[src/core/slcd_defines.vh]
// constants of the segment lcd pattern driver: register map, fields, patterns, timing.
// assumes a 200 MHz system clock and a 32768 Hz pre-divider source derived from it.
`ifndef SLCD_DEFINES_VH
`define SLCD_DEFINES_VH

// register byte offsets on the wishbone slave
`define SLCD_ADR_CTRL 8'h00
`define SLCD_ADR_LOAD 8'h04
`define SLCD_ADR_STAT 8'h08

// control register bits (write = instruction, read bit0 = display off)
`define SLCD_CTRL_OFF 0
`define SLCD_CTRL_ON 1

// load register fields
`define SLCD_LD_DATA 7:0
`define SLCD_LD_SEL 12:8
`define SLCD_LD_OP 17:16

// load operations
`define SLCD_OP_DEC 2'h0
`define SLCD_OP_BLK 2'h1
`define SLCD_OP_RAW 2'h2
`define SLCD_OP_TBL 2'h3

// drive level codes: gnd, one third (or half rail), two thirds, vdd
`define SLCD_LV_GND 2'h0
`define SLCD_LV_LO 2'h1
`define SLCD_LV_HI 2'h2
`define SLCD_LV_VDD 2'h3

// bias option codes
`define SLCD_BIAS_NONE 0
`define SLCD_BIAS_HALF 2
`define SLCD_BIAS_THIRD 3

// frame speed option codes
`define SLCD_FR_OFF 0
`define SLCD_FR_SLOW 1
`define SLCD_FR_TYP 2
`define SLCD_FR_FAST 3

// digit patterns, bit0 = segment a ... bit7 = segment h
`define SLCD_DIG_0 8'hBF
`define SLCD_DIG_1 8'h86
`define SLCD_DIG_2 8'hDB
`define SLCD_DIG_3 8'hCF
`define SLCD_DIG_4 8'hE6
`define SLCD_DIG_5 8'hED
`define SLCD_DIG_6 8'hFD
`define SLCD_DIG_7 8'h87
`define SLCD_DIG_8 8'hFF
`define SLCD_DIG_9 8'hEF
`define SLCD_DIG_F 5

// timing: system clock and pre-divider source, in hertz
`define SLCD_CLK_HZ 200000000
`define SLCD_SRC_HZ 32768
`define SLCD_PRE_DIV (`SLCD_CLK_HZ / `SLCD_SRC_HZ)

// common slot length in source ticks at typical speed per duty, then the fast third-duty slot
`define SLCD_SLOT_D1 1024
`define SLCD_SLOT_D2 512
`define SLCD_SLOT_D3 260
`define SLCD_SLOT_D4 256
`define SLCD_SLOT_D5 128
`define SLCD_SLOT_D3_FAST 128

`endif

[src/core/slcd_digit_dec.v]
// seven-segment digit decoder feeding the pattern bus.
// purely combinational; the caller registers the result.
`timescale 1ns/10ps
`include "slcd_defines.vh"

module slcd_digit_dec #(
  parameter F7_ON = 1
) (
  input wire [3:0] nibble_i,
  input wire blank_i,
  output reg [7:0] pattern_o
);

  // table lookup; a-f give an empty pattern
  always @*
  begin
    case (nibble_i)
      4'h0: pattern_o = blank_i ? 8'h00 : `SLCD_DIG_0; // leading zero blanking
      4'h1: pattern_o = `SLCD_DIG_1;
      4'h2: pattern_o = `SLCD_DIG_2;
      4'h3: pattern_o = `SLCD_DIG_3;
      4'h4: pattern_o = `SLCD_DIG_4;
      4'h5: pattern_o = `SLCD_DIG_5;
      4'h6: pattern_o = `SLCD_DIG_6;
      4'h7:
      begin
        pattern_o = `SLCD_DIG_7;
        pattern_o[`SLCD_DIG_F] = (F7_ON != 0); // shape of seven fixed at build
      end
      4'h8: pattern_o = `SLCD_DIG_8;
      4'h9: pattern_o = `SLCD_DIG_9;
      default: pattern_o = 8'h00;
    endcase
  end

endmodule

[src/core/slcd_driver.v]
// segment lcd pattern driver: pattern bus, pixel latches, mux and drive levels.
// assumes a classic wishbone master on clock_i and a same-clock stop_i level.
// Contract
// - thirty-five segment and five common outputs
// - segments one to twenty-three may be dc
// - duty and bias separate, third bias needs duty>=3
// - frames derived from 32768 Hz source
// - half duty frames 16, 32, 64 Hz
// - third duty frames 21, 42, 85 Hz
// - quarter duty frames 16, 32, 64 Hz
// - fifth duty frames 25, 51, 102 Hz
// - reset shows build default until first load
// - digits zero-nine decoded, a-f blank
// - segment f of seven is build choice
// - blanked load zeros bus for nibble zero
// - raw load: register low, accumulator high
// - table load puts rom word on bus
// - latch select picks one of 32 strobes
// - 175 pixel latches drive the panel
// - each latch wired to bus bit, strobe
// - display off blanks, on restores, latches kept
// - loads still update latches while off
// - stop state grounds every common and segment
// - dc pins hold data through stop, off
// - common field 0 push-pull, 9 open-drain
//
// Chosen here: the Wishbone slave port and the placing of the registers.
`timescale 1ns/10ps
`include "slcd_defines.vh"

module slcd_driver #(
  parameter SEG_N = 35,
  parameter COM_N = 5,
  parameter DUTY = 4,
  parameter BIAS = `SLCD_BIAS_THIRD,
  parameter FRAME_SEL = `SLCD_FR_TYP,
  parameter RESET_ON = 0,
  parameter F7_ON = 1,
  parameter DC_MAX = 23,
  parameter PRE_DIV = `SLCD_PRE_DIV,
  parameter USE_DEF_PLA = 1,
  parameter [SEG_N*4-1:0] SEG_COMSEL = {SEG_N{4'h1}},
  parameter [SEG_N*COM_N*5-1:0] PIX_STB = {(SEG_N*COM_N*5){1'b0}},
  parameter [SEG_N*COM_N*3-1:0] PIX_BIT = {(SEG_N*COM_N*3){1'b0}}
) (
  input wire clock_i,
  input wire resetn_i,
  input wire wb_cyc_i,
  input wire wb_stb_i,
  input wire wb_we_i,
  input wire [7:0] wb_adr_i,
  input wire [3:0] wb_sel_i,
  input wire [31:0] wb_dat_i,
  output wire [31:0] wb_dat_o,
  output wire wb_ack_o,
  input wire stop_i,
  output wire [COM_N*2-1:0] com_lvl_o,
  output wire [SEG_N*2-1:0] seg_lvl_o,
  output wire [SEG_N-1:0] seg_dc_o,
  output wire [SEG_N-1:0] seg_dc_oen_o
);

  localparam PIX_N = SEG_N * COM_N; // one latch per crossing
  localparam NCOM = (DUTY < 1) ? 1 : DUTY;
  // third bias falls back to half bias at half duty; static duty has no bias
  localparam EBIAS = (NCOM == 1) ? `SLCD_BIAS_NONE :
                     ((BIAS == `SLCD_BIAS_THIRD) && (NCOM < 3)) ? `SLCD_BIAS_HALF : BIAS;
  localparam SLOT_TYP = (NCOM == 1) ? `SLCD_SLOT_D1 :
                        (NCOM == 2) ? `SLCD_SLOT_D2 :
                        (NCOM == 3) ? `SLCD_SLOT_D3 :
                        (NCOM == 4) ? `SLCD_SLOT_D4 : `SLCD_SLOT_D5;
  // slot lengths give the frame rates per duty
  localparam SLOT_LEN = (FRAME_SEL == `SLCD_FR_SLOW) ? SLOT_TYP * 2 :
                        (FRAME_SEL == `SLCD_FR_FAST) ?
                        ((NCOM == 3) ? `SLCD_SLOT_D3_FAST : SLOT_TYP / 2) : SLOT_TYP;
  // terminal counts worked out at full width, then cut to the counter widths
  // limitation: a pre-divider above 65536 does not fit the 16-bit prescaler
  localparam [31:0] PRE_LAST_W = PRE_DIV - 1;
  localparam [31:0] SLOT_LAST_W = SLOT_LEN - 1;
  localparam [31:0] COM_LAST_W = NCOM - 1;
  localparam [15:0] PRE_LAST = PRE_LAST_W[15:0];
  localparam [11:0] SLOT_LAST = SLOT_LAST_W[11:0];
  localparam [2:0] COM_LAST = COM_LAST_W[2:0];
  localparam RUN = (FRAME_SEL != `SLCD_FR_OFF);

  reg ack_ff;
  reg [31:0] dat_ff;
  reg disp_off_ff;
  reg [7:0] pat_bus_ff;
  reg strobe_go_ff;
  reg [4:0] strobe_idx_ff;
  reg [15:0] pre_cnt_ff;
  reg tick_ff;
  reg [11:0] slot_cnt_ff;
  reg [2:0] com_idx_ff;
  reg pol_ff;
  reg [7:0] nxt_bus;
  reg [31:0] nxt_dat;
  wire [7:0] dec_bus;
  wire [PIX_N-1:0] pix_w;
  wire req;
  wire wr_load;
  wire wr_ctrl;
  wire blank;

  assign req = wb_cyc_i & wb_stb_i & ~ack_ff;
  assign wr_load = req & wb_we_i & wb_sel_i[0] & (wb_adr_i == `SLCD_ADR_LOAD);
  assign wr_ctrl = req & wb_we_i & wb_sel_i[0] & (wb_adr_i == `SLCD_ADR_CTRL);
  assign wb_ack_o = ack_ff;
  assign wb_dat_o = dat_ff;

  // off, stop and an unused frame setting all ground the panel
  assign blank = disp_off_ff | stop_i | ~RUN;

  // decoder is shared by both decoded loads
  slcd_digit_dec #(
    .F7_ON(F7_ON)
  ) u_dec (
    .nibble_i(wb_dat_i[3:0]),
    .blank_i(wb_dat_i[17:16] == `SLCD_OP_BLK),
    .pattern_o(dec_bus)
  );

  // pattern bus source per load kind
  always @*
  begin
    case (wb_dat_i[`SLCD_LD_OP])
      `SLCD_OP_RAW: nxt_bus = {wb_dat_i[7:4], wb_dat_i[3:0]}; // acc high, reg low
      `SLCD_OP_TBL: nxt_bus = wb_dat_i[`SLCD_LD_DATA]; // rom word bits in order
      default: nxt_bus = dec_bus;
    endcase
  end

  // read mux; unmapped offsets read zero but still ack
  always @*
  begin
    nxt_dat = 32'h0000_0000;
    case (wb_adr_i)
      `SLCD_ADR_CTRL: nxt_dat[0] = disp_off_ff;
      `SLCD_ADR_STAT:
      begin
        nxt_dat[2:0] = com_idx_ff;
        nxt_dat[3] = pol_ff;
        nxt_dat[4] = blank;
        nxt_dat[15:8] = pat_bus_ff;
      end
      default: nxt_dat = 32'h0000_0000;
    endcase
  end

  // wishbone slave: ack one cycle after the request, dropped the next cycle
  always @(posedge clock_i or negedge resetn_i)
  begin
    if (!resetn_i)
    begin
      ack_ff <= 1'b0;
      dat_ff <= 32'h0000_0000;
    end
    else
    begin
      ack_ff <= req;
      if (req & ~wb_we_i)
        dat_ff <= nxt_dat;
    end
  end

  // display on/off instructions touch no latch
  always @(posedge clock_i or negedge resetn_i)
  begin
    if (!resetn_i)
      disp_off_ff <= 1'b0;
    else if (wr_ctrl)
    begin
      if (wb_dat_i[`SLCD_CTRL_OFF])
        disp_off_ff <= 1'b1; // off wins when both bits are written
      else if (wb_dat_i[`SLCD_CTRL_ON])
        disp_off_ff <= 1'b0;
    end
  end

  // bus and strobe staged one cycle so latches see a settled pattern
  always @(posedge clock_i or negedge resetn_i)
  begin
    if (!resetn_i)
    begin
      pat_bus_ff <= 8'h00;
      strobe_go_ff <= 1'b0;
      strobe_idx_ff <= 5'h00;
    end
    else
    begin
      strobe_go_ff <= wr_load; // loads proceed regardless of display state
      if (wr_load)
      begin
        pat_bus_ff <= nxt_bus;
        strobe_idx_ff <= wb_dat_i[`SLCD_LD_SEL]; // one of 32 strobes
      end
    end
  end

  // source tick at 32768 Hz from the system clock
  // the divider is a floor, so the tick runs a hair fast rather than slow
  always @(posedge clock_i or negedge resetn_i)
  begin
    if (!resetn_i)
    begin
      pre_cnt_ff <= 16'h0000;
      tick_ff <= 1'b0;
    end
    else
    begin
      tick_ff <= (pre_cnt_ff == PRE_LAST);
      if (pre_cnt_ff == PRE_LAST)
        pre_cnt_ff <= 16'h0000;
      else
        pre_cnt_ff <= pre_cnt_ff + 16'h0001;
    end
  end

  // common scan; polarity flips at each frame end so each pixel averages zero
  always @(posedge clock_i or negedge resetn_i)
  begin
    if (!resetn_i)
    begin
      slot_cnt_ff <= 12'h000;
      com_idx_ff <= 3'h0;
      pol_ff <= 1'b0;
    end
    else if (tick_ff & RUN)
    begin
      if (slot_cnt_ff == SLOT_LAST)
      begin
        slot_cnt_ff <= 12'h000;
        if (com_idx_ff == COM_LAST)
        begin
          com_idx_ff <= 3'h0; // fixed scan order
          pol_ff <= ~pol_ff;
        end
        else
          com_idx_ff <= com_idx_ff + 3'h1;
      end
      else
        slot_cnt_ff <= slot_cnt_ff + 12'h001;
    end
  end

  // pixel latches with segment pla wiring fixed per latch
  genvar i;
  generate
    for (i = 0; i < PIX_N; i = i + 1)
    begin : g_pix
      localparam [31:0] PS_DEF = (i / 8) % 32;
      localparam [31:0] PB_DEF = i % 8;
      localparam [4:0] PS = USE_DEF_PLA ? PS_DEF[4:0] : PIX_STB[i*5 +: 5];
      localparam [2:0] PB = USE_DEF_PLA ? PB_DEF[2:0] : PIX_BIT[i*3 +: 3];
      reg q_ff;
      // reset default held until the first matching strobe
      always @(posedge clock_i or negedge resetn_i)
      begin
        if (!resetn_i)
          q_ff <= (RESET_ON != 0);
        else if (strobe_go_ff && (strobe_idx_ff == PS))
          q_ff <= pat_bus_ff[PB];
      end
      assign pix_w[i] = q_ff;
    end
  endgenerate

  // common drivers: selected rail alternates, other scanned commons sit at the bias level, unscanned ones at ground
  genvar c;
  generate
    for (c = 0; c < COM_N; c = c + 1)
    begin : g_com
      reg [1:0] lvl_ff;
      always @(posedge clock_i or negedge resetn_i)
      begin
        if (!resetn_i)
          lvl_ff <= `SLCD_LV_GND;
        else if (blank || (c >= NCOM))
          lvl_ff <= `SLCD_LV_GND;
        else if (com_idx_ff == c)
          lvl_ff <= pol_ff ? `SLCD_LV_VDD : `SLCD_LV_GND;
        else if (EBIAS == `SLCD_BIAS_THIRD)
          lvl_ff <= pol_ff ? `SLCD_LV_LO : `SLCD_LV_HI;
        else
          lvl_ff <= `SLCD_LV_LO; // half rail for half bias
      end
      assign com_lvl_o[c*2 +: 2] = lvl_ff;
    end
  endgenerate

  // segment drivers; dc pins bypass mux, blanking and stop entirely
  genvar s;
  generate
    for (s = 0; s < SEG_N; s = s + 1)
    begin : g_seg
      localparam [3:0] CS = SEG_COMSEL[s*4 +: 4];
      // only the low pins may become dc ports
      localparam IS_DC = (s < DC_MAX) && ((CS == 4'h0) || (CS == 4'h9));
      localparam IS_OD = IS_DC && (CS == 4'h9);
      wire [COM_N-1:0] col;
      wire on;
      reg [1:0] lvl_ff;
      reg dc_ff;
      reg oen_ff;
      assign col = pix_w[s*COM_N +: COM_N];
      assign on = col[com_idx_ff]; // latch of this segment and active common
      always @(posedge clock_i or negedge resetn_i)
      begin
        if (!resetn_i)
          lvl_ff <= `SLCD_LV_GND;
        else if (IS_DC || blank)
          lvl_ff <= `SLCD_LV_GND;
        else if (on)
          lvl_ff <= pol_ff ? `SLCD_LV_GND : `SLCD_LV_VDD; // opposite rail lights
        else if (EBIAS == `SLCD_BIAS_THIRD)
          lvl_ff <= pol_ff ? `SLCD_LV_HI : `SLCD_LV_LO;
        else
          lvl_ff <= pol_ff ? `SLCD_LV_VDD : `SLCD_LV_GND; // same rail stays dark
      end
      assign seg_lvl_o[s*2 +: 2] = lvl_ff;
      // dc data comes from the first-common latch, registered like every data output;
      // stop and off never reach it, so the port keeps its value through both
      always @(posedge clock_i or negedge resetn_i)
      begin
        if (!resetn_i)
        begin
          dc_ff <= IS_DC && (RESET_ON != 0);
          oen_ff <= !IS_DC || (IS_OD && (RESET_ON == 0));
        end
        else
        begin
          dc_ff <= IS_DC && col[0];
          // open drain drives only its high level; push-pull always drives
          oen_ff <= !IS_DC || (IS_OD && !col[0]);
        end
      end
      assign seg_dc_o[s] = dc_ff;
      assign seg_dc_oen_o[s] = oen_ff;
    end
  endgenerate

endmodule

[config.mk]
export PLATFORM = sky130hd
export DESIGN_NAME = slcd_driver
export DESIGN_NICKNAME = d
export VERILOG_FILES = /design/src/core/slcd_digit_dec.v /design/src/core/slcd_driver.v
export VERILOG_INCLUDE_DIRS = /design/src /design/src/core
export SDC_FILE = /design/constraint.sdc
export NUM_CORES = 1
export LEC_CHECK = 0
export BUFFER_PORTS_ARGS = -buffer_cell sky130_fd_sc_hd__buf_4
export CORE_MARGIN = 8
export CORE_UTILIZATION = 44
export DETAILED_ROUTE_END_ITERATION = 10
export HOLD_SLACK_MARGIN = 0.1
export PLACE_DENSITY = 0.69
export SYNTH_ARGS = -nofsm -noshare
export SYNTH_HDL_FRONTEND = slang
export SYNTH_HIERARCHICAL = 1
export SYNTH_SLANG_ARGS = --single-unit
[constraint.sdc]
create_clock -name clock_i -period 2.3 [get_ports clock_i]
set_input_delay 0 -clock clock_i [delete_from_list [all_inputs] [get_ports clock_i]]
set_output_delay 0 -clock clock_i [all_outputs]
set_load 0.02 [all_outputs]
## After elaboration in Yosys (flattened, before gate mapping)

Cells that the tools add are included.

- Register bits: 315
- Input bits: 50
- Output and inout bits: 183
- Logic and storage cells: 474

- Add/sub/neg operators: 3
- Order comparisons: 1
- Eq/ne operators: 40
- Muxes and demuxes: 163
- Bitwise operators: 11
- Reduce and logical (&&, ||, !) cells: 31

Operators by type and width:

| cell | count |
|---|---|
| $mux W2 | 82 |
| $bmux W1 S3 | 35 |
| $pmux W8 S10 | 1 |
| $eq A5 B4 Y1 const B | 8 |
| $mux W1 | 37 |
| $eq A5 B5 Y1 const B | 6 |
| $mux W8 | 3 |
| $logic_and A1 B1 Y1 | 22 |
| $eq A5 B3 Y1 const B | 4 |
| $add A16 B1 Y16 const B | 1 |
| $eq A16 B13 Y1 const B | 1 |
| $eq A4 B3 Y1 const B | 4 |
| $mux W16 | 1 |
| $add A12 B1 Y12 const B | 1 |
| $eq A12 B8 Y1 const B | 1 |
| $mux W12 | 1 |
| $eq A5 B2 Y1 const B | 2 |
| $eq A4 B2 Y1 const B | 2 |
| $eq A4 B4 Y1 const B | 2 |
| $eq A8 B3 Y1 const B | 1 |
| $eq A8 B4 Y1 const B | 1 |
| $logic_not A8 Y1 | 1 |
| $and A1 B1 Y1 | 7 |
| $eq A3 B2 Y1 const B | 2 |
| other kinds (19) | 23 |

## Logic depth before layout (Yosys ltp)

Gate-level depths: netlist (run 1).

- Depth in word-level cells: 6
- Depth in mapped cells: 9
- Depth with buffers taken out: 7

## Hierarchy

Netlist (run 1), hierarchy kept.

By module, submodules not included:

| module | times used | cells each | area an instance (um^2) | seq. area each (um^2) |
|---|---|---|---|---|
| slcd_driver | 1 | 1068 | 13230.2 | 6981.7 |
| slcd_digit_dec | 1 | 36 | 221.5 | 0.0 |

## Least setup slack after synthesis (run 1)

OpenSTA, ideal clock, no wires.

- Path kind: register -> register
- From: register com_idx_ff[2]
- To: register g_seg[3].lvl_ff[1]
- Library setup time: 0.119 ns
- Data arrival time: 1.751 ns
- Required time: 2.181 ns
- Setup slack: 0.430 ns
- Cell stages (with the launch flop): 8
- Buffers on the path: 3
- Period minus slack after synthesis: 1.870 ns
- Cells stage by stage: dfrtp_1 -> buf_2 -> buf_1 -> clkbuf_1 -> nand3_1 -> o21a_1 -> ha_1 -> and2_1

- Word-level cells in the longest chain between the ends: 4

RTL lines:

| item | RTL line | source |
|---|---|---|
| start: declaration | slcd_driver.v:95 | `reg [2:0] com_idx_ff;` |
| start signal: assignment | slcd_driver.v:240 | `com_idx_ff <= com_idx_ff + 3'h1;` |
| $bmux W1 S3 | slcd_driver.v:307 | `assign on = col[com_idx_ff];` |
| $mux W1 (not written as such) | slcd_driver.v:307 |  |
| $mux W2 | slcd_driver.v:314 | `else if (on)` |
| $mux W2 | slcd_driver.v:312 | `else if (IS_DC \|\| blank)` |
| end signal: assignment | slcd_driver.v:311 | `` lvl_ff <= `SLCD_LV_GND; `` |
| end signal: assignment | slcd_driver.v:313 | `` lvl_ff <= `SLCD_LV_GND; `` |
| end signal: assignment | slcd_driver.v:315 | `` lvl_ff <= pol_ff ? `SLCD_LV_GND : `SLCD_LV_VDD; `` |
| end: declaration | slcd_driver.v:303 | `reg [1:0] lvl_ff;` |

No other way between the ends. The select of a mux whose other input is x is not followed.
A chain may end at the register's enable or synchronous reset.

## Worst setup path after layout (run 1)

- From: input port wb_dat_i[1]
- To: register pat_bus_ff[3]

- Word-level cells in the longest chain between the ends: 3
- Elaborated cells on any way between the ends: 12
- Those cells by class: 9 x eq/ne; 2 x mux; 1 x reduce/logical

RTL lines:

| item | RTL line | source |
|---|---|---|
| start: declaration | slcd_driver.v:53 | `input wire [31:0] wb_dat_i,` |
| $eq A4 B4 Y1, or another cell as far along | slcd_digit_dec.v:17 | `case (nibble_i)` |
| $pmux W8 S10 (*) | slcd_digit_dec.v:17 |  |
| via dec_bus[3] | slcd_driver.v:99 | `wire [7:0] dec_bus;` |
| $mux W8 (*) | slcd_driver.v:127 | `` case (wb_dat_i[`SLCD_LD_OP]) `` |
| end signal: assignment | slcd_driver.v:195 | `pat_bus_ff <= nxt_bus;` |
| end: declaration | slcd_driver.v:89 | `reg [7:0] pat_bus_ff;` |

Mark *: on every way through the listed nets, which the timed path passes. The rest lies on a longest branch.

==> results.md, run 1 <==
- Pre-antenna DRT Iters: 5
- Sequential element share of the synthesized area: 51.90%
- Chip width: 190.9 um
- Crit-path max FO: 11
- Cell type with the largest total area after synthesis: dfrtp_1
- Util after Layout: 52.17%
- Global Route Usage Sum: 16.67%
- Clk_skew: 0.006068 ns
- I/O Buffers: 121
- DIE AREA: 0.03642 mm^2
- Fraction of layout cells with a size suffix above 1: 35.55%
- DR vias: 8592
- DP HPWL: 18980 um
- Drt initial violations: 515
- Remaining DRCs: 0
- Tcrit/Tclk final: 96.45%
- DRT antenna net count: 0
- Core ar.: 0.03035 mm^2
- Initial core utilization: 44.32%
- DIE HEIGHT: 190.9 um
- Place WS: 0.3048 ns
- Crit start category: input pin
- First-pass GRT wire length: 49420 um
- Post-synth EDFFs: 0
- Ys async rst share: 100.0%
- Top cells by area, synth: dfrtp_1, mux2_2, buf_4
- CTS tree: built
- Initial antenna violation count: 0
- Critical Path Sink Type: flip-flop
- Critical Path RT: 2.78 ns
- Largest net degree at the start of global routing: 76
- Nets: 1288
- Mean area per synthesized cell: 12.18 um^2
- Top_reg_cell synth: dfrtp_1
- Synth top area share: 51.90%
- Final Hold Vio Count: 0
- Max-slew headroom: 42.73%
- Netlist Area Pre-Place: 0.01345 mm^2
- Ant. Diodes: 0
- Max-Cap Viols: 0
- Clk_lat worst skew: 0.54 ns
- GP Congestion: 0.7891
- #FFs+latches synth: 279
- H-tree level count: 1
- GRT Residual Overflow: 0
- Max Slew Vio Count: 0
- Drt wl/cell: 19.00 um
- Fillers: 2581
- Status: finished clean
- Num rows: 64
- Vias in the first global route: 8996
- Hold WS: 0.1878 ns
- RSZ-0062 raised after global routing: no
- DR vias/cell: 5.223
- Yosys cell types: 62
- Final Setup Violations: 0
- Max Clk Rate: 450.8 MHz
- Worst slew pin tran: 0.8590 ns
- CTS Buf Count: 30
- Synth-to-Final Area Change: 17.71%
- Peak VDD IR: 0.0004528 V
- CTS max path bufs: 3
- Final wirelength: 31250 um
- TritonCTS Sinks: 279
- Post-Syn Instances: 1104
- Setup TNS: 0 ns
- Pleak: 7.836 nW
- Final min period: 2.218 ns
- WS Path Type: in2reg
- Crit path DAT: 2.70 ns
- Synth Warn #: 6
- Root buf cell: clkbuf_16
- Pwr Density: 663.0 mW/mm^2
- Clk slew on worst S/H paths: 0.06 ns
- HP Class: in2reg
- Io pins: 233
- Final setup margin: 0.08159 ns
## power by group
group          switching, W  total [W]  internal, W
clock               0.00188    0.00500      0.00312
sequential        0.0000139    0.00493      0.00492
combinational      0.000392   0.000563     0.000171
## layout by cell type (no fill, tap or decap), drive strengths merged, types with 16 or more instances in the layout
cell	instances
dfrtp	279
mux2	213
buf	164
conb	91
a22oi	66
clkbuf	47
mux2i	45
o21ai	44
dlygate4sd3	38
nor2	33
nand2	30
xnor2	17
inv	16
## cell usage after synthesis (12+ instances only)
cell type	number
a21oi_1	15
a22o_1	13
a22oi_1	66
buf_4	128
clkbuf_1	57
dfrtp_1	279
inv_1	15
mux2_2	211
mux2i_1	45
nand2_1	30
nand3_1	15
nor2_1	33
nor2b_1	12
o21ai_0	43
xnor2_1	17
## layout make-up
class / instances / area [um^2] / area share [%]
Sequential cell: 279 / 6983 / 44.10
Multi-Input combinational cell: 699 / 5498 / 34.72
Timing Repair Buffer: 203 / 1752 / 11.06
Clock buffer: 47 / 945.9 / 5.974
Tap cell: 396 / 495.5 / 3.129
Clock inverter: 5 / 100.1 / 0.6322
Inverter: 16 / 60.06 / 0.3793
## per-stage QoR
step	power, W	std cells	area, um^2
6_report	0.01050	1645	15830
5_1_grt	0.01087	1645	15830
4_1_cts	0.01059	1643	15800
3_5_place_dp	0.005527	1552	14360
3_3_place_gp	0.005521	1552	14360
2_1_floorplan	0.005439	1193	13790
## logic make-up (layout without fill, tap and decap cells)
logic type	Yosys count	in the layout	share of synthesized area, %
buffers and inverters	215	271	9.841
muxes	259	259	21.40
and+or+nand+nor	152	152	6.241
other	2	91	0.05583
adders and majority gates	9	9	0.8371
AOI/OAI and AO/OA	164	164	8.158
xor gates and xnor gates	24	24	1.563
DFF	279	279	51.90
## sequential cells by signal, indices dropped and copies added, names as in the netlist
register,flops
g_com.lvl_ff,5
com_idx_ff,3
wb_ack_o,1
pol_ff,1
wb_dat_o,13
tick_ff,1
disp_off_ff,1
pre_cnt_ff,16
g_pix.q_ff,175
slot_cnt_ff,12
g_seg.lvl_ff,37
strobe_go_ff,1
pat_bus_ff,8
strobe_idx_ff,5
## path summary, 6_finish.rpt
check | startpoint | endpoint | slack (ns) | cells past startpoint
hold reg to reg | pre_cnt_ff[15] | pre_cnt_ff[15] | 0.47 | 1
setup / recovery | wb_dat_i[1] | pat_bus_ff[3] | 0.08 | 9
hold / removal | wb_stb_i | wb_dat_o[10] | 0.19 | 4
min in group asynchronous | resetn_i | g_seg[8].lvl_ff[1] | 0.57 | 3
max in group asynchronous | resetn_i | com_idx_ff[2] | 0.96 | 4
setup reg to reg | wb_ack_o | pat_bus_ff[3] | 0.14 | 7
## worst max-delay path, stage by stage
cell,delay [ns]
dlygate4sd3_1,0.55
buf_6,0.15
or2_4,0.28
o21a_1,0.17
o21ai_1,0.10
mux2i_1,0.07
dlygate4sd3_1,0.58
a21oi_1,0.20
dlygate4sd3_1,0.59
## timing repair
item,4_1_cts,5_1_grt
hold buffers,39,0
hold endpoints to repair,314,0
gates resized for setup,0,6
buffers inserted,0,2
endpoints found under the setup margin,0,5
## layer usage
layer | wire (um) | part of all wire (%) | global-route usage [%] | vias to the layer above
met1 | 13440 | 43 | 22.03 | 4388
met2 | 15320 | 49 | 28.40 | 248
met3 | 2088 | 6.7 | 2.615 | 36
met4 | 402 | 1.3 | 3.819 | 0
li1 | - | - | - | 3920
met5 | 0 | 0 | 0 | -
No activity file was read; power rests on OpenSTA's default activity.
==> run 2: changes to the inputs <==
REMOVE_ABC_BUFFERS = 1   (was default)
==> run 2 against run 1 <==
Against the previous run:
- total power down 2.8%
- critical path type unchanged
- sequential share of layout area increased by 0.34 points
- critical path depth shrank 1
- clock skew increased by 0.0030 ns
- register-to-register slack improved by 0.11 ns
- critical endpoint is now pat_bus_ff[6]
- design area is 0.77% lower
- largest cell class unchanged
- clock power decreased by 5.6%
==> results.md, run 2 (synthesis gave the netlist of run 1 again) <==
- Final Hold Vio Count: 0
- Status: finished clean
- Critical Path RT: 2.72 ns
- Max-Cap Viols: 0
- RSZ-0062 raised after global routing: no
- Commonest non-fill, non-tap cell in the layout: dfrtp_1
- Core ar.: 0.03035 mm^2
- Nets: 1284
- Most frequent cells in the layout: dfrtp_1, mux2_2, buf_4
- Tcrit/Tclk final: 94.56%
- First-pass GRT wire length: 48420 um
- Clk_skew: 0.009079 ns
- Pwr Density: 649.7 mW/mm^2
- Ant. Diodes: 0
- DRT antenna net count: 0
- DIE HEIGHT: 190.9 um
- H-tree level count: 1
- Critical Path Sink Type: flip-flop
- Worst slew pin tran: 0.8439 ns
- Total power draw: 0.01021 W
- Clk_lat worst skew: 0.54 ns
- DR vias/cell: 5.194
- Num rows: 64
- GP Congestion: 0.7762
- Max-slew headroom: 43.74%
- Top Registers: g_pix.q_ff (175), g_seg.lvl_ff (37), pre_cnt_ff (16)
- Largest register FFs: 175
- Fraction of layout cells with a size suffix above 1: 35.20%
- Peak VDD IR: 0.0005207 V
- Max Clk Rate: 459.8 MHz
- Final min period: 2.175 ns
- Drt wl/cell: 18.53 um
- Largest net degree at the start of global routing: 75
- Remaining DRCs: 0
- DR vias: 8533
- HP Class: in2reg
- Max Slew Vio Count: 0
- GRT Residual Overflow: 0
- Initial core utilization: 44.32%
- Io pins: 233
- Synth-to-Final Area Change: 16.80%
- Pleak: 7.740 nW
- Largest Register: g_pix.q_ff
- Global Route Usage Sum: 16.25%
- Pre-antenna DRT Iters: 4
- Initial antenna violation count: 0
- Util after Layout: 51.77%
- DIE AREA: 0.03642 mm^2
- Crit-path max FO: 11
- Root buf cell: clkbuf_16
- I/O Buffers: 121
- CTS max path bufs: 3
- Drt initial violations: 420
- Clk slew on worst S/H paths: 0.06 ns
- CTS Buf Count: 28
- Vias in the first global route: 8845
- Final Setup Violations: 0
- DP HPWL: 18630 um
- Chip width: 190.9 um
- Final wirelength: 30440 um
- Crit path DAT: 2.60 ns
- WS Path Type: in2reg
- Crit start category: input pin
- CTS tree: built
- TritonCTS Sinks: 279
## run 2: power by group
part | switching, W | internal, W
Combinational | 0.000389 | 0.000169
Sequential | 0.0000111 | 0.00492
Clock | 0.00189 | 0.00284
Total | 0.00229 | 0.00792
## run 2: stage by stage
stage / hold slack, ns / cell area, um^2 / std cells / setup WS [ns] / setup TNS [ns]
finish: 0.1942 / 15710 / 1643 / 0.1252 / 0
global route: 0.1992 / 15710 / 1643 / 0.03097 / 0
CTS: 0.1644 / 15710 / 1643 / 0.09664 / 0
detailed placement: 0.02437 / 14340 / 1551 / 0.3520 / 0
global placement: 0.02135 / 14340 / 1551 / 0.3691 / 0
floorplan: -0.2956 / 12520 / 994 / -2.037 / -84.10
## run 2: per-layer routing
| layer | GRT usage (%) | share of wire, % | up-vias |
|---|---|---|---|
| met2 | 26.58 | 47 | 220 |
| li1 | - | - | 3929 |
| met3 | 2.542 | 5.1 | 43 |
| met4 | 4.087 | 1.7 | 0 |
| met5 | 0 | 0 | - |
| met1 | 22.27 | 46 | 4341 |
## run 2: area by class of cell
cell class,instances,area (um^2)
clock inverters,11,136.4
inverters,16,60.06
multi-input cells,699,5489
flip-flops and latches,279,6983
well taps,396,495.5
repair buffers,201,1717
fillers,2586,14640
clock buffers,41,830.8
## run 2: critical path, cell delays in order
cell,delay [ns]
dlygate4sd3_1,0.53
buf_4,0.17
or2_1,0.31
o221a_1,0.27
mux2i_1,0.13
dlygate4sd3_1,0.56
a21oi_1,0.06
dlygate4sd3_1,0.56
## run 2: worst paths after layout
check / to / slack [ns] / depth (start not counted) / startpoint
setup / recovery: pat_bus_ff[6] / 0.13 / 8 / wb_dat_i[1]
hold / removal: pat_bus_ff[4] / 0.19 / 6 / wb_stb_i
setup reg to reg: disp_off_ff / 0.25 / 6 / wb_ack_o
hold reg to reg: slot_cnt_ff[11] / 0.47 / 1 / slot_cnt_ff[11]
max in group asynchronous: g_pix[122].q_ff / 0.97 / 4 / resetn_i
min in group asynchronous: wb_dat_o[9] / 0.57 / 3 / resetn_i
## run 2: what timing repair did
item,in CTS,in global routing
setup endpoints to repair,0,2
gates resized for setup,0,1
hold buffers,40,0
endpoints found under the hold margin,314,0
buffers inserted,0,0
==> run 3: changes to the inputs <==
SYNTH_HIERARCHICAL = default   (was 1)
==> run 3 against run 2 <==
Against the previous run:
- fmax shrank 3.8%
- first-iteration DRC count grew 9.5%
- non-clock buffer count grew 13
- worst hold slack lost 0.064 ns
- synthesized area grew 1.3%
- count of clock-buffer cells in the layout grew 9
- register-to-register slack lost 0.17 ns
- die area grew 1.2%
- design area grew 2.1%
- largest power group unchanged
==> results.md, run 3 <==
- Synth Warn #: 0
- Synth-to-Final Area Change: 17.67%
- Largest Register: g_pix.q_ff
- Top cells by area, synth: dfrtp_1, mux2_2, mux2i_1
- Largest family of logic cells by synthesized area: multiplexers
- Critical Path Sink Type: flip-flop
- Mean area per synthesized cell: 11.68 um^2
- Post-synthesis mux area share: 22.40%
- DP HPWL: 19240 um
- Ant. Diodes: 0
- H-tree level count: 1
- Worst reg2reg startpoint: wb_ack_o
- Simple-gate portion of the synthesized area: 7.471%
- Top_reg_cell synth: dfrtp_1
- CTS max path bufs: 3
- Sequential element share of the synthesized area: 51.03%
- Worst-case reg-to-reg path depth: 4
- Post-Syn Instances: 1167
- FF-to-FF setup slack: 0.08 ns
- Chip width: 192.0 um
- Fraction of layout cells with a size suffix above 1: 30.22%
- Netlist Area Pre-Place: 0.01363 mm^2
- Initial core utilization: 44.56%
- Worst hold start: wb_sel_i[0]
- Post-synth EDFFs: 0
- Synth Area in Compound Gates: 7.306%
- Ys async rst share: 100.0%
- HP Class: in2reg
- Io pins: 233
- Worst reg2reg endpoint: pat_bus_ff[1]
- Most frequent cells in the layout: dfrtp_1, mux2_2, buf_4
- TritonCTS Sinks: 278
- Final Setup Violations: 0
- Post-Synth Adder-Cell Area: 0.6425%
- CTS tree: built
- Setup TNS: 0 ns
- Critical path origin: wb_adr_i[1]
- I/O Buffers: 121
- XOR/XNOR Fraction of Synth Area: 1.606%
- Max Slew Vio Count: 0
- DIE AREA: 0.03687 mm^2
- Synth top area share: 51.03%
- Vias in the first global route: 9264
- Finished Layout Cells: 1723
- Fillers: 2612
- Yosys cell types: 58
- Root buf cell: clkbuf_16
- DRT antenna net count: 0
- Worst slew pin tran: 0.8690 ns
- Commonest non-fill, non-tap cell in the layout: dfrtp_1
- Final min period: 2.260 ns
- Hold WS: 0.1304 ns
- Global Route Usage Sum: 17.05%
- Final Hold Vio Count: 0
- DR vias/cell: 5.133
- Core ar.: 0.03059 mm^2
- Dpl cells: 1615
- WS Path Type: in2reg
- Clk_lat worst skew: 0.56 ns
- Drt initial violations: 460
- Pre-antenna DRT Iters: 4
- Peak VDD IR: 0.0006234 V
- Status: finished clean
- Max-slew headroom: 42.06%
- Worst setup path end: pat_bus_ff[1]
- Cell type with the largest total area after synthesis: dfrtp_1
- Crit-path max FO: 16
- DR vias: 8845
- Multi-input logic area: 0.005723 mm^2
- Seq. cell area: 0.006963 mm^2
- Tcrit/Tclk final: 98.27%
- Crit start category: input pin
- First-pass GRT wire length: 50820 um
- CTS Buf Count: 30
- GRT Residual Overflow: 0
- Initial antenna violation count: 0
- Critical Path RT: 2.78 ns
- Top Registers: g_pix.q_ff (175), g_seg.lvl_ff (36), pre_cnt_ff (16)
- Top-count cell post-synth: dfrtp_1
- Clk_skew: 0.01957 ns
- GP Congestion: 0.7766
- Drt wl/cell: 18.32 um
- Max-Cap Viols: 0
- Num rows: 64
- Max Clk Rate: 442.4 MHz
- Top post-synthesis cells by count: dfrtp_1, mux2_2, buf_4
- Largest net degree at the start of global routing: 77
- RSZ-0062 raised after global routing: yes
- DIE HEIGHT: 192.0 um
- Clk slew on worst S/H paths: 0.06 ns
- Largest register FFs: 175
- Crit path DAT: 2.74 ns
- Final wirelength: 31560 um
- Post-CTS setup repair buffer count: 0
- Remaining DRCs: 0
- Worst Hold Depth: 5
- #FFs+latches synth: 278
- Pwr Density: 640.3 mW/mm^2
- Nets: 1361
- Pleak: 8.231 nW
[run 3: worst min-delay path by stage]
stage / end / slack (ns)
final: pat_bus_ff[2] / 0.13
after global routing: pat_bus_ff[2] / 0.17
after CTS: pat_bus_ff[2] / 0.11
after detailed placement: g_pix[170].q_ff / -0.002
after global placement: g_pix[174].q_ff / -0.001
after floorplan: com_idx_ff[0] / -0.30
[run 3: power by group]
group | total [W] | switching (W) | internal (W)
logic | 0.000538 | 0.000380 | 0.000158
clock network | 0.00482 | 0.00191 | 0.00292
registers | 0.00491 | 0.0000115 | 0.00490
[run 3: what timing repair did]
action                     4_1_cts  5_1_grt
resized for setup                0        1
hold buffers                    53        0
setup endpoints to repair        0       11
hold endpoints to repair       311        0
[run 3: worst max-delay path, cell delays in order]
cell and delay (ns):
dlygate4sd3_1 0.53, buf_4 0.13, or4_4 0.55, or4_4 0.68, o31ai_2 0.27, dlygate4sd3_1 0.57
[run 3: cell type report]
type                    count  share of cell area, %
well taps                 396                  3.089
clock inverters             5                 0.4914
flip-flops and latches    278                  43.41
inverters                  11                 0.2574
clock buffers              50                  5.718
multi-input cells         769                  35.68
repair buffers            214                  11.36
[run 3: kinds of logic (layout without fill, tap and decap cells)]
family          Yosys count  after routing
compound gates          160            160
other cells               2             91
xor+xnor                 25             25
buf+inv                 209            280
flops                   278            278
simple gates            203            203
mux                     283            283
fa+ha+maj                 7              7
[run 3: per-stage QoR]
stage | util (%) | setup WS, ns | total power, W | cell area, um^2
floorplan | - | -2.156 | 0.005226 | 12710
global placement | 47.43 | 0.1211 | 0.005482 | 14510
detailed placement | 47.43 | 0.1055 | 0.005487 | 14510
CTS | 52.42 | 0.02259 | 0.01037 | 16040
global route | 52.44 | -0.01566 | 0.01064 | 16040
finish | 52.44 | 0.03977 | 0.01027 | 16040
[run 3: routing by layer]
layer  global-route usage (%)  part of all wire [%]
met3                    2.996                   5.9
met1                    22.30                    44
met2                    28.99                    48
met4                    4.230                   2.2
met5                        0                     0
